## src/verilog/orient_pkg.sv

```systemverilog
// package of constants and types for the spindle orientation block
package orient_pkg;
    localparam int          POS_W          = 32;            // position counter width
    localparam int          SPD_W          = 16;            // speed word width, signed
    localparam int          GAIN_W         = 16;            // lock gain width
    localparam int          DIV_W          = 15;            // divisor width
    localparam int          FREQ_W         = 24;            // index frequency word width
    localparam int          CLK_MHZ        = 250;           // system clock rate
    localparam int          ZERO_HOLD_MS   = 400;           // zero speed dwell time
    localparam int          ZERO_HOLD_CYC  = ZERO_HOLD_MS * 1000 * CLK_MHZ;
    localparam int          SLOW_HZ        = 20;            // slowest logic input rate
    localparam int          SLOW_CYC       = (CLK_MHZ * 1000000) / (SLOW_HZ * 4);
    localparam int          GATE_CYC       = CLK_MHZ * 1000000; // one second window
    localparam int          HYST_PER_MILLE = 5;             // 0.5 percent hysteresis
    localparam logic [14:0] DIV_MIN        = 15'h0001;      // smallest divisor
    localparam logic [14:0] DIV_MAX        = 15'h7530;      // 30000, largest divisor
    localparam logic [1:0]  STEP_QUAD      = 2'h1;          // one count per edge, 4 per line
    localparam logic [1:0]  STEP_PDIR      = 2'h1;          // one count per edge, 2 per line

    typedef enum logic [1:0]
    {
        ST_IDLE   = 2'b00,                                  // loop off
        ST_LOCK   = 2'b01,                                  // plain position lock
        ST_ORIENT = 2'b10                                   // orientation on index
    } loop_state_type;
endpackage

```

## src/verilog/encoder_counter.sv

```systemverilog
// encoder edge decoder and bidirectional position counter
module encoder_counter
    import orient_pkg::*;
(
    input  wire logic             clk_sys_i,
    input  wire logic             rst_i,
    input  wire logic             quad_mode_i,
    input  wire logic             chan_a_i,
    input  wire logic             chan_b_i,
    output logic [POS_W-1:0]      count_o
);
    logic             a_d;
    logic             b_d;
    logic [POS_W-1:0] cnt;
    logic [POS_W-1:0] next_cnt;

    // ****************************************************************
    // edge decode
    // ****************************************************************
    always_comb
    begin
        next_cnt = cnt;
        if (quad_mode_i)
        begin
            // any edge of a or b counts: four per line
            if ((chan_a_i ^ a_d) | (chan_b_i ^ b_d))
            begin
                if ((a_d ^ chan_b_i) == 1'b1)
                    next_cnt = cnt + POS_W'(STEP_QUAD);
                else
                    next_cnt = cnt - POS_W'(STEP_QUAD);
            end
        end
        else if (chan_a_i ^ a_d)
        begin
            // pulse edges, b gives direction: two per line
            if (chan_b_i)
                next_cnt = cnt - POS_W'(STEP_PDIR);
            else
                next_cnt = cnt + POS_W'(STEP_PDIR);
        end
    end

    always_ff @(posedge clk_sys_i)
    begin
        if (rst_i)
        begin
            a_d <= 1'b0;
            b_d <= 1'b0;
            cnt <= '0;
        end
        else
        begin
            a_d <= chan_a_i;
            b_d <= chan_b_i;
            cnt <= next_cnt;
        end
    end

    assign count_o = cnt;
endmodule

```

## src/verilog/index_freq.sv

```systemverilog
// index rising edge detector and frequency meter
module index_freq
    import orient_pkg::*;
(
    input  wire logic             clk_sys_i,
    input  wire logic             rst_i,
    input  wire logic             enable_i,
    input  wire logic             index_i,
    output logic                  rise_o,
    output logic [FREQ_W-1:0]     freq_o
);
    logic              idx_d;
    logic [31:0]       gate;
    logic [31:0]       next_gate;
    logic [FREQ_W-1:0] pulses;
    logic [FREQ_W-1:0] next_pulses;
    logic [FREQ_W-1:0] freq;
    logic [FREQ_W-1:0] next_freq;

    // rising edge is the reference point
    assign rise_o = index_i & ~idx_d;

    // ****************************************************************
    // one second gate, pulses per gate = hertz
    // ****************************************************************
    always_comb
    begin
        next_gate   = gate + 32'h1;
        next_pulses = pulses + (rise_o ? FREQ_W'(1) : FREQ_W'(0));
        next_freq   = freq;
        if (!enable_i)
        begin
            // monitor off with index use off
            next_gate   = '0;
            next_pulses = '0;
            next_freq   = '0;
        end
        else if (gate == 32'(GATE_CYC - 1))
        begin
            next_freq   = next_pulses;   // includes this cycle's edge
            next_gate   = '0;
            next_pulses = '0;
        end
    end

    always_ff @(posedge clk_sys_i)
    begin
        if (rst_i)
        begin
            idx_d  <= 1'b1;          // no false edge if index is high out of reset
            gate   <= '0;
            pulses <= '0;
            freq   <= '0;
        end
        else
        begin
            idx_d  <= index_i;
            gate   <= next_gate;
            pulses <= next_pulses;
            freq   <= next_freq;
        end
    end

    assign freq_o = freq;
endmodule

```

## src/verilog/spindle_orient.sv

```systemverilog
// spindle orientation and zero speed position loop
module spindle_orient
    import orient_pkg::*;
#(
    parameter int HOLD_CYC = ZERO_HOLD_CYC                  // zero speed dwell in clock cycles
)
(
    input  wire logic                    clk_sys_i,
    input  wire logic                    rst_i,
    input  wire logic                    quad_mode_i,
    input  wire logic                    index_input_terminal_i,
    input  wire logic                    encoder_channel_a_terminal_i,
    input  wire logic                    encoder_channel_b_terminal_i,
    input  wire logic signed [SPD_W-1:0] speed_demand_i,
    input  wire logic signed [SPD_W-1:0] speed_feedback_i,
    input  wire logic        [SPD_W-1:0] zero_speed_threshold_i,
    input  wire logic        [GAIN_W-1:0] lock_gain_i,
    input  wire logic                    index_enable_i,
    input  wire logic signed [POS_W-1:0] index_offset_i,
    input  wire logic signed [POS_W-1:0] target_position_i,
    input  wire logic        [DIV_W-1:0] count_divisor_i,
    output logic signed      [POS_W-1:0] position_demand_o,
    output logic                         loop_active_o,
    output logic                         orient_active_o,
    output logic                         target_reached_flag_o,
    output logic             [POS_W-1:0] position_total_o,
    output logic             [POS_W-1:0] position_divided_o,
    output logic             [FREQ_W-1:0] index_frequency_o,
    output logic             [2:0]       shared_logic_inputs_o
);
    logic [POS_W-1:0]        count;
    logic                    idx_rise;
    loop_state_type          state;
    loop_state_type          next_state;
    logic [31:0]             dwell;
    logic [31:0]             next_dwell;
    logic                    dem_low;
    logic                    next_dem_low;
    logic                    fb_low;
    logic                    next_fb_low;
    logic signed [POS_W-1:0] index_pos;
    logic signed [POS_W-1:0] next_index_pos;
    logic signed [POS_W-1:0] base;
    logic signed [POS_W-1:0] next_base;
    logic signed [POS_W-1:0] goal;
    logic signed [POS_W-1:0] target_d;
    logic signed [POS_W-1:0] target_dd;
    logic signed [POS_W-1:0] err;
    logic signed [POS_W-1:0] demand;
    logic signed [POS_W-1:0] next_demand;
    logic                    reached;
    logic                    next_reached;
    logic [POS_W-1:0]        div_q;
    logic [POS_W-1:0]        next_div_q;
    logic [DIV_W-1:0]        div_r;
    logic [DIV_W-1:0]        next_div_r;
    logic [31:0]             slow;
    logic [2:0]              shared;
    logic [2:0]              next_shared;
    logic [DIV_W-1:0]        div_eff;

    // ****************************************************************
    // threshold compare with hysteresis
    // ****************************************************************
    function automatic logic below(input logic signed [SPD_W-1:0] v,
                                   input logic [SPD_W-1:0] th,
                                   input logic was_low);
        logic [SPD_W+9:0] mag;
        logic [SPD_W+9:0] lim;
        mag = (SPD_W+10)'($unsigned(v[SPD_W-1] ? -v : v)) * (SPD_W+10)'(1000);
        // symmetric magnitude, band of plus/minus 0.5 percent
        if (was_low)
            lim = (SPD_W+10)'(th) * (SPD_W+10)'(1000 + HYST_PER_MILLE);
        else
            lim = (SPD_W+10)'(th) * (SPD_W+10)'(1000 - HYST_PER_MILLE);
        return mag < lim;
    endfunction

    encoder_counter u_cnt
    (
        .clk_sys_i (clk_sys_i),
        .rst_i     (rst_i),
        .quad_mode_i (quad_mode_i),
        .chan_a_i  (encoder_channel_a_terminal_i),
        .chan_b_i  (encoder_channel_b_terminal_i),
        .count_o   (count)
    );

    index_freq u_idx
    (
        .clk_sys_i (clk_sys_i),
        .rst_i     (rst_i),
        .enable_i  (index_enable_i),
        .index_i   (index_input_terminal_i),
        .rise_o    (idx_rise),
        .freq_o    (index_frequency_o)
    );

    // ****************************************************************
    // loop state
    // ****************************************************************
    always_comb
    begin
        next_dem_low   = below(speed_demand_i, zero_speed_threshold_i, dem_low);
        next_fb_low    = below(speed_feedback_i, zero_speed_threshold_i, fb_low);
        next_state     = state;
        next_base      = base;
        next_dwell     = dwell;
        next_index_pos = index_pos;
        if (idx_rise && index_enable_i)
            next_index_pos = $signed(count);
        // dwell counts only while both stay low
        if (dem_low && fb_low)
        begin
            if (dwell < 32'(HOLD_CYC))
                next_dwell = dwell + 32'h1;
        end
        else
            next_dwell = '0;
        case (state)
            ST_IDLE:
            begin
                if (dwell == 32'(HOLD_CYC) && lock_gain_i != '0)
                begin
                    if (index_enable_i)
                    begin
                        next_state = ST_ORIENT;
                        // offset taken once, from last index
                        next_base  = index_pos + index_offset_i;
                    end
                    else
                    begin
                        next_state = ST_LOCK;
                        next_base  = $signed(count);
                    end
                end
            end
            ST_LOCK, ST_ORIENT:
            begin
                // demand, zero gain or index off in orientation releases; feedback ignored
                if (!dem_low || lock_gain_i == '0)
                    next_state = ST_IDLE;
                else if (state == ST_ORIENT && !index_enable_i)
                    next_state = ST_IDLE;
            end
            default:
                next_state = ST_IDLE;
        endcase
    end

    // goal: base, plus target in orientation only, signed so sign picks direction
    assign goal = (state == ST_ORIENT) ? base + target_d : base;
    // count independent of feedback source selection
    assign err  = goal - $signed(count);

    // ****************************************************************
    // demand and flag
    // ****************************************************************
    always_comb
    begin
        next_demand  = '0;
        next_reached = reached;
        if (state != ST_IDLE && lock_gain_i != '0)
            next_demand = POS_W'(err * $signed({1'b0, lock_gain_i}));
        if (state == ST_ORIENT)
        begin
            // clear once err reflects a new target; set wins
            if (err == '0)
                next_reached = 1'b1;
            else if (target_d != target_dd)
                next_reached = 1'b0;
        end
        else
            next_reached = 1'b0;
    end

    // ****************************************************************
    // divided count and shared inputs
    // ****************************************************************
    assign div_eff = (count_divisor_i < DIV_MIN) ? DIV_MIN :
                     (count_divisor_i > DIV_MAX) ? DIV_MAX : count_divisor_i;

    always_comb
    begin
        next_div_q  = div_q;
        next_div_r  = div_r;
        next_shared = shared;
        // divided copy counts up once every div_eff changes of running count, either direction
        if (count != position_total_o)
        begin
            if (div_r + DIV_W'(1) >= div_eff)
            begin
                next_div_r = '0;
                next_div_q = div_q + POS_W'(1);
            end
            else
                next_div_r = div_r + DIV_W'(1);
        end
        if (slow == 32'(SLOW_CYC - 1))
            next_shared = {encoder_channel_b_terminal_i, encoder_channel_a_terminal_i,
                           index_input_terminal_i};
    end

    always_ff @(posedge clk_sys_i)
    begin
        if (rst_i)
        begin
            state            <= ST_IDLE;
            dwell            <= '0;
            dem_low          <= 1'b0;
            fb_low           <= 1'b0;
            index_pos        <= '0;
            base             <= '0;
            target_d         <= '0;
            target_dd        <= '0;
            demand           <= '0;
            reached          <= 1'b0;
            div_q            <= '0;
            div_r            <= '0;
            position_total_o <= '0;
            slow             <= '0;
            shared           <= '0;
        end
        else
        begin
            state            <= next_state;
            dwell            <= next_dwell;
            dem_low          <= next_dem_low;
            fb_low           <= next_fb_low;
            index_pos        <= next_index_pos;
            base             <= next_base;
            target_d         <= target_position_i;
            target_dd        <= target_d;
            demand           <= next_demand;
            reached          <= next_reached;
            div_q            <= next_div_q;
            div_r            <= next_div_r;
            position_total_o <= count;
            slow             <= (slow == 32'(SLOW_CYC - 1)) ? '0 : slow + 32'h1;
            shared           <= next_shared;
        end
    end

    assign position_demand_o     = demand;
    assign loop_active_o         = (state != ST_IDLE);
    assign orient_active_o       = (state == ST_ORIENT);
    assign target_reached_flag_o = reached;
    assign position_divided_o    = div_q;
    assign shared_logic_inputs_o = shared;

    // ****************************************************************
    // checks
    // ****************************************************************
    a_gain_zero_off: assert property (@(posedge clk_sys_i) disable iff (rst_i)
        lock_gain_i == '0 |=> position_demand_o == '0)
        else $error("demand nonzero with zero gain");
    a_demand_release: assert property (@(posedge clk_sys_i) disable iff (rst_i)
        (loop_active_o && !dem_low) |=> !loop_active_o)
        else $error("loop not released by demand");
    a_orient_needs_idx: assert property (@(posedge clk_sys_i) disable iff (rst_i)
        $rose(orient_active_o) |-> $past(index_enable_i))
        else $error("orientation without index enable");
    a_dwell_before: assert property (@(posedge clk_sys_i) disable iff (rst_i)
        $rose(loop_active_o) |-> $past(dwell) == 32'(HOLD_CYC))
        else $error("loop began before dwell");
    a_flag_only_orient: assert property (@(posedge clk_sys_i) disable iff (rst_i)
        target_reached_flag_o |-> $past(orient_active_o))
        else $error("flag outside orientation");
    a_flag_at_goal: assert property (@(posedge clk_sys_i) disable iff (rst_i)
        (orient_active_o && err == '0) |=> target_reached_flag_o || !orient_active_o)
        else $error("flag missed at zero error");
    a_freq_off: assert property (@(posedge clk_sys_i) disable iff (rst_i)
        !index_enable_i [*2] |-> index_frequency_o == '0)
        else $error("monitor running with index off");
    a_base_held: assert property (@(posedge clk_sys_i) disable iff (rst_i)
        (orient_active_o && $past(orient_active_o)) |-> $stable(base))
        else $error("offset reapplied in orientation");
endmodule

```

## config.mk

```make
export PLATFORM = sky130hd
export DESIGN_NAME = spindle_orient
export DESIGN_NICKNAME = d
export VERILOG_FILES = /design/src/verilog/orient_pkg.sv /design/src/verilog/encoder_counter.sv /design/src/verilog/index_freq.sv /design/src/verilog/spindle_orient.sv
export SDC_FILE = /design/constraint.sdc
export NUM_CORES = 2
export LEC_CHECK = 0
export BUFFER_PORTS_ARGS = -buffer_cell sky130_fd_sc_hd__buf_4
export CORE_MARGIN = 2
export CORE_UTILIZATION = 65
export CTS_BUF_LIST = sky130_fd_sc_hd__clkbuf_4
export DETAILED_ROUTE_END_ITERATION = 16
export HOLD_SLACK_MARGIN = 0.1
export PLACE_DENSITY = 0.84
export SYNTH_ARGS = -nofsm -noshare
export SYNTH_HDL_FRONTEND = slang
export SYNTH_SLANG_ARGS = --single-unit
```

## constraint.sdc

```tcl
create_clock -name clk_sys_i -period 18.12 [get_ports clk_sys_i]
set_input_delay 1.812 -clock clk_sys_i [delete_from_list [all_inputs] [get_ports clk_sys_i]]
set_output_delay 1.812 -clock clk_sys_i [all_outputs]
set_load 0.03 [all_outputs]
```

Yosys cells after proc, flatten, opt, wreduce, memory -nomap -nowiden
Index checks and enable logic that the tools add are counted.
{"block": "totals", "inputBits": 150, "wordCells": 114, "ff_bits": 426, "out_inout_bits": 126}
{"block": "op_classes", "reduce_logical": 26, "add_sub_neg": 13, "mux": 22, "multipliers": 5, "magnitude_cmp": 6, "n_eq_ne": 10, "bitwise_logic": 10}
{"cell": "$mux W32", "count": 7}
{"cell": "$add A32 B1 Y32 const B", "count": 5}
{"cell": "$add A32 B32 Y32", "count": 2}
{"cell": "$ne A32 B32 Y1", "count": 2}
{"cell": "$lt A26 B26 Y1", "count": 2}
{"cell": "$mul A16 B10 Y26 const B", "count": 2}
{"cell": "$mux W26", "count": 2}
{"cell": "$mul A16 B7 Y23 const B", "count": 2}
{"cell": "$mux W15", "count": 3}
{"cell": "$eq A32 B22 Y1 const B", "count": 1}
{"cell": "$eq A32 B27 Y1 const B", "count": 1}
{"cell": "$eq A32 B28 Y1 const B", "count": 1}
{"cell": "$logic_not A32 Y1", "count": 1}
{"cell": "$lt A32 B27 Y1 const B", "count": 1}
{"cell": "$mul A32 B17 Y32", "count": 1}
{"cell": "$mux W16", "count": 2}
{"cell": "$neg A16 Y16", "count": 2}
{"cell": "$sub A32 B1 Y32 const B", "count": 1}
{"cell": "$sub A32 B32 Y32", "count": 1}
{"cell": "$add A24 B24 Y24", "count": 1}
{"cell": "$logic_not A16 Y1", "count": 1}
{"cell": "$reduce_bool A16 Y1", "count": 1}
{"cell": "$add A15 B1 Y15 const B", "count": 1}
{"cell": "$ge A15 B15 Y1", "count": 1}
{"cell": "other kinds (22)", "count": 48}

Longest topological paths before layout
{"block": "depth", "depth_word": 5, "depth_mapped": 48, "depth_no_buf": 47}

By module
From an unflattened synthesis, not the netlist that was laid out.
{"block": "hier_totals", "hier_cells": 5479, "area_unflattened_um2": 47165.2}
{"module": "spindle_orient", "cells_per_inst": 4778, "seq_area_each_um2": 6226.0, "instances": 1, "area_per_inst_um2": 41398.5}
{"module": "index_freq", "cells_per_inst": 390, "seq_area_each_um2": 1621.6, "instances": 1, "area_per_inst_um2": 3449.6}
{"module": "encoder_counter", "cells_per_inst": 311, "seq_area_each_um2": 680.7, "instances": 1, "area_per_inst_um2": 2317.2}

Least setup slack after synthesis
OpenSTA, ideal clock, no wires.
{"block": "synth_path", "path_kind": "register to register", "start": "reg target_d[0]", "end": "reg demand[31], in the netlist position_demand_o[31]", "setup_ns": 0.115, "path_buffers": 1, "arrival_ns": 9.520, "required_time_ns": 18.005, "period_less_slack_ns": 9.634, "slack_ns": 8.486, "path_stages_with_launch": 45, "path_cell_list": "dfxtp_1 ha_1 inv_1 fa_1 nor2b_1 o21ai_0 a21boi_0 o21ai_1 a21boi_1 o2111ai_1 a21boi_0 o21a_1 nor2_1 xnor2_1 mux2_2 ha_1 a21o_1 a31oi_1 [9 not listed] fa_1 inv_1 fa_1 inv_1 fa_1 inv_1 ha_1 a21o_1 a21o_1 a21oi_1 o31a_1 o31ai_1 o21ai_0 o21ai_0 a31oi_1 xnor2_1 xnor2_1 nor2_1"}
{"block": "synth_between", "elab_chain_cells": 4}
{"item": "from (decl)", "line": "spindle_orient.sv:46", "rtl": "logic signed [POS_W-1:0] target_d;"}
{"item": "from (signal assigned)", "line": "spindle_orient.sv:232", "rtl": "target_d <= target_position_i;"}
{"item": "$add A32 B32 Y32", "line": "spindle_orient.sv:152", "rtl": "assign goal = (state == ST_ORIENT) ? base + target_d : base;"}
{"item": "$mux W32", "line": "spindle_orient.sv:152"}
{"item": "$sub A32 B32 Y32", "line": "spindle_orient.sv:154", "rtl": "assign err = goal - $signed(count);"}
{"item": "$mul A32 B17 Y32", "line": "spindle_orient.sv:164", "rtl": "next_demand = POS_W'(err * $signed({1'b0, lock_gain_i}));"}
{"item": "to (signal assigned)", "line": "spindle_orient.sv:234", "rtl": "demand <= next_demand;"}
{"item": "to (decl)", "line": "spindle_orient.sv:49", "rtl": "logic signed [POS_W-1:0] demand;"}
No other way between the ends.
A chain may end at the register's enable or synchronous reset.

Final worst setup path
Ends and elaborated chain as after synthesis.

==> results.cfg <==
[routing]
wire_per_inst_um = 18.1
drt_iter0_markers = 2519
routed_via_density = 5.80
wl_mm = 121
final_antenna_net_count = 0
drc = 0
vias = 38900
first_pass_iters = 6

[synthesis]
async_flop_share_pct = 0
synth_cells = 5439
synth.area.top_cells = fa_1 22%, dfxtp_1 18%, ha_1 12%
ys_types = 87
post-synth-top-count-cell = inv_1
synth-seq-cells = 426
post_synth.cell_area_avg_um2 = 8.63
synth_seq_area_share_pct = 18.2
yosys_warnings = 0
synth.top_cell.area_share_pct = 22.4
synth_edf_count = 0
synth_top_area_cell = fa_1
synth_common_cells = 745 x inv_1, 525 x fa_1, 497 x nand2_1
syn_nets = 6580
ys.flop_type = dfxtp_1
syn_area_mm2 = 0.0469

[placed_design]
io_buffers = 275
dp_hpwl_mm = 95.3
place_congestion = 0.969
dpl_cell_area_mm2 = 0.0497

[floorplan]
start_util_pct = 65.7
die-area_mm2 = 0.0744
rows = 98
die_h_um = 273
pin_count = 276
core_mm2 = 0.0715
dieWidth_um = 273

[sta]
post-route-period-util_pct = 60.0
fmax_mhz = 92.0
tightest_slew_ps = 1240
slew_violations = 0
slew_headroom_pct = 17.1
finalHoldViolCount = 0
setup_viol = 0
finClkSkew_ps = 121
grt_setup_unrepaired = no
fin_setup_tns_ps = 0
min_period_ps = 10870

[setup_path]
crit_path_end_kind = register
slowest_stage = a31oi_1
critPathBufInv = 7
critPathArrivalTime_ps = 11650
crit_top_cell = fa_1
critPathKind = register to register
critPathMaxFanout = 17
cp_top_family = adder cells
crit_required_ps = 18900
cp-start-kind = register
critical_path.max_stage_delay_ps = 540

[flow_run]
cap_violations = 0

[clock_network]
cts_setup_buffers = 0
path_clk_slew_ps = 60
numCtsBuffers = 113
cts_root_buffer = clkbuf_4
cts_resized = 0
tritoncts = built
h-tree-depth = 3
clockBufferDepth = 3
cts_hold_buffers = 0
clock_sinks = 426
insertion_delay_ps = 930

[final_layout]
drive_gt1_share_pct = 9.76
fin_nets = 6804
final_area_mm2 = 0.0511
area_growth_pct = 8.91
num-fill-cells = 5554

[run_status]
status = finished clean

[grt]
grt_max_degree = 101
grt.overflow.total = 0
track_usage_pct = 32.5
antenna_found_initial = 4
grt_pass1_vias = 39100
grt_pass1_wl_mm = 195

[min_path]
min_path_type = register to register
-- flip-flops by register name, summed over array words and instances (netlist names), 32 cells and up --
signal,count
index_pos,32
position_total_o,32
position_divided_o,32
base,32
slow,32
target_d,32
target_dd,32
u_cnt.count_o,32
position_demand_o,32
u_idx.gate,32
dwell,32
-- cell families after synthesis --
family / share of synthesized area [%]
buf+inv: 7.57
fa+ha+maj: 34.8
flops: 18.2
xor+xnor: 8.27
simple gates: 18.3
mux: 2.27
compound gates: 10.6
-- routing by layer --
metal	GRT usage [%]	vias up	share of wire [%]
met5	0	-	0.011
met4	14.1	2	4.2
met3	5.97	341	7.1
li1	-	18200	-
met2	56.6	1385	49
met1	39.3	18900	39
-- layout make-up --
| cell class | instances | area [µm²] | area share [%] |
|---|---|---|---|
| diodes | 1 | 2.50 | 0.00490 |
| clock buffers | 159 | 1190 | 2.34 |
| clock inverters | 41 | 200 | 0.392 |
| inverters | 746 | 2800 | 5.48 |
| multi-input cells | 4068 | 34900 | 68.2 |
| flip-flops and latches | 426 | 8530 | 16.7 |
| well taps | 950 | 1190 | 2.33 |
| repair buffers | 308 | 2320 | 4.54 |
-- final timing paths --
| kind | from | endpoint | slack (ps) | depth (start not counted) |
|---|---|---|---|---|
| worst min register to register | target_d[2] | target_dd[2] | 440 | 1 |
| worst min-delay path | target_d[2] | target_dd[2] | 440 | 1 |
| worst max register to register | target_d[0] | position_demand_o[31] | 7250 | 44 |
| worst max-delay path | target_d[0] | position_demand_o[31] | 7250 | 44 |
-- layout by cell type, fill, tap and decap left out, types with 19 or more instances in the layout --
cell,n
a211oi_1,36
a21boi_0,20
a21o_1,81
a21oi_1,254
a31oi_1,30
and2_1,187
and3_1,65
buf_4,307
clkbuf_4,159
clkinv_1,31
dfxtp_1,426
fa_1,525
ha_1,466
inv_1,745
mux2_2,25
mux2i_1,77
nand2_1,497
nand2b_1,47
nand3_1,96
nand4_1,66
nor2_1,437
nor2b_1,124
nor3_1,93
nor4_1,32
o21a_1,44
o21ai_0,157
o31ai_1,19
or3_1,51
xnor2_1,277
xor2_1,148
-- per-stage QoR --
| step | hold WS (ps) | utilization [%] | setup WS [ps] | cells |
|---|---|---|---|---|
| after CTS | 425 | 71.5 | 7350 | 6698 |
| after global placement | 426 | 69.6 | 7730 | 6498 |
| after detailed placement | 434 | 69.6 | 7470 | 6498 |
| after floorplan | 418 | - | 8490 | 5439 |
| after global routing | 470 | 71.5 | 6570 | 6699 |
| final | 440 | 71.5 | 7250 | 6699 |
Power is left out: the tool's default activity adds up to more than one toggle a clock period on the data nets, which glitch-free logic cannot reach.
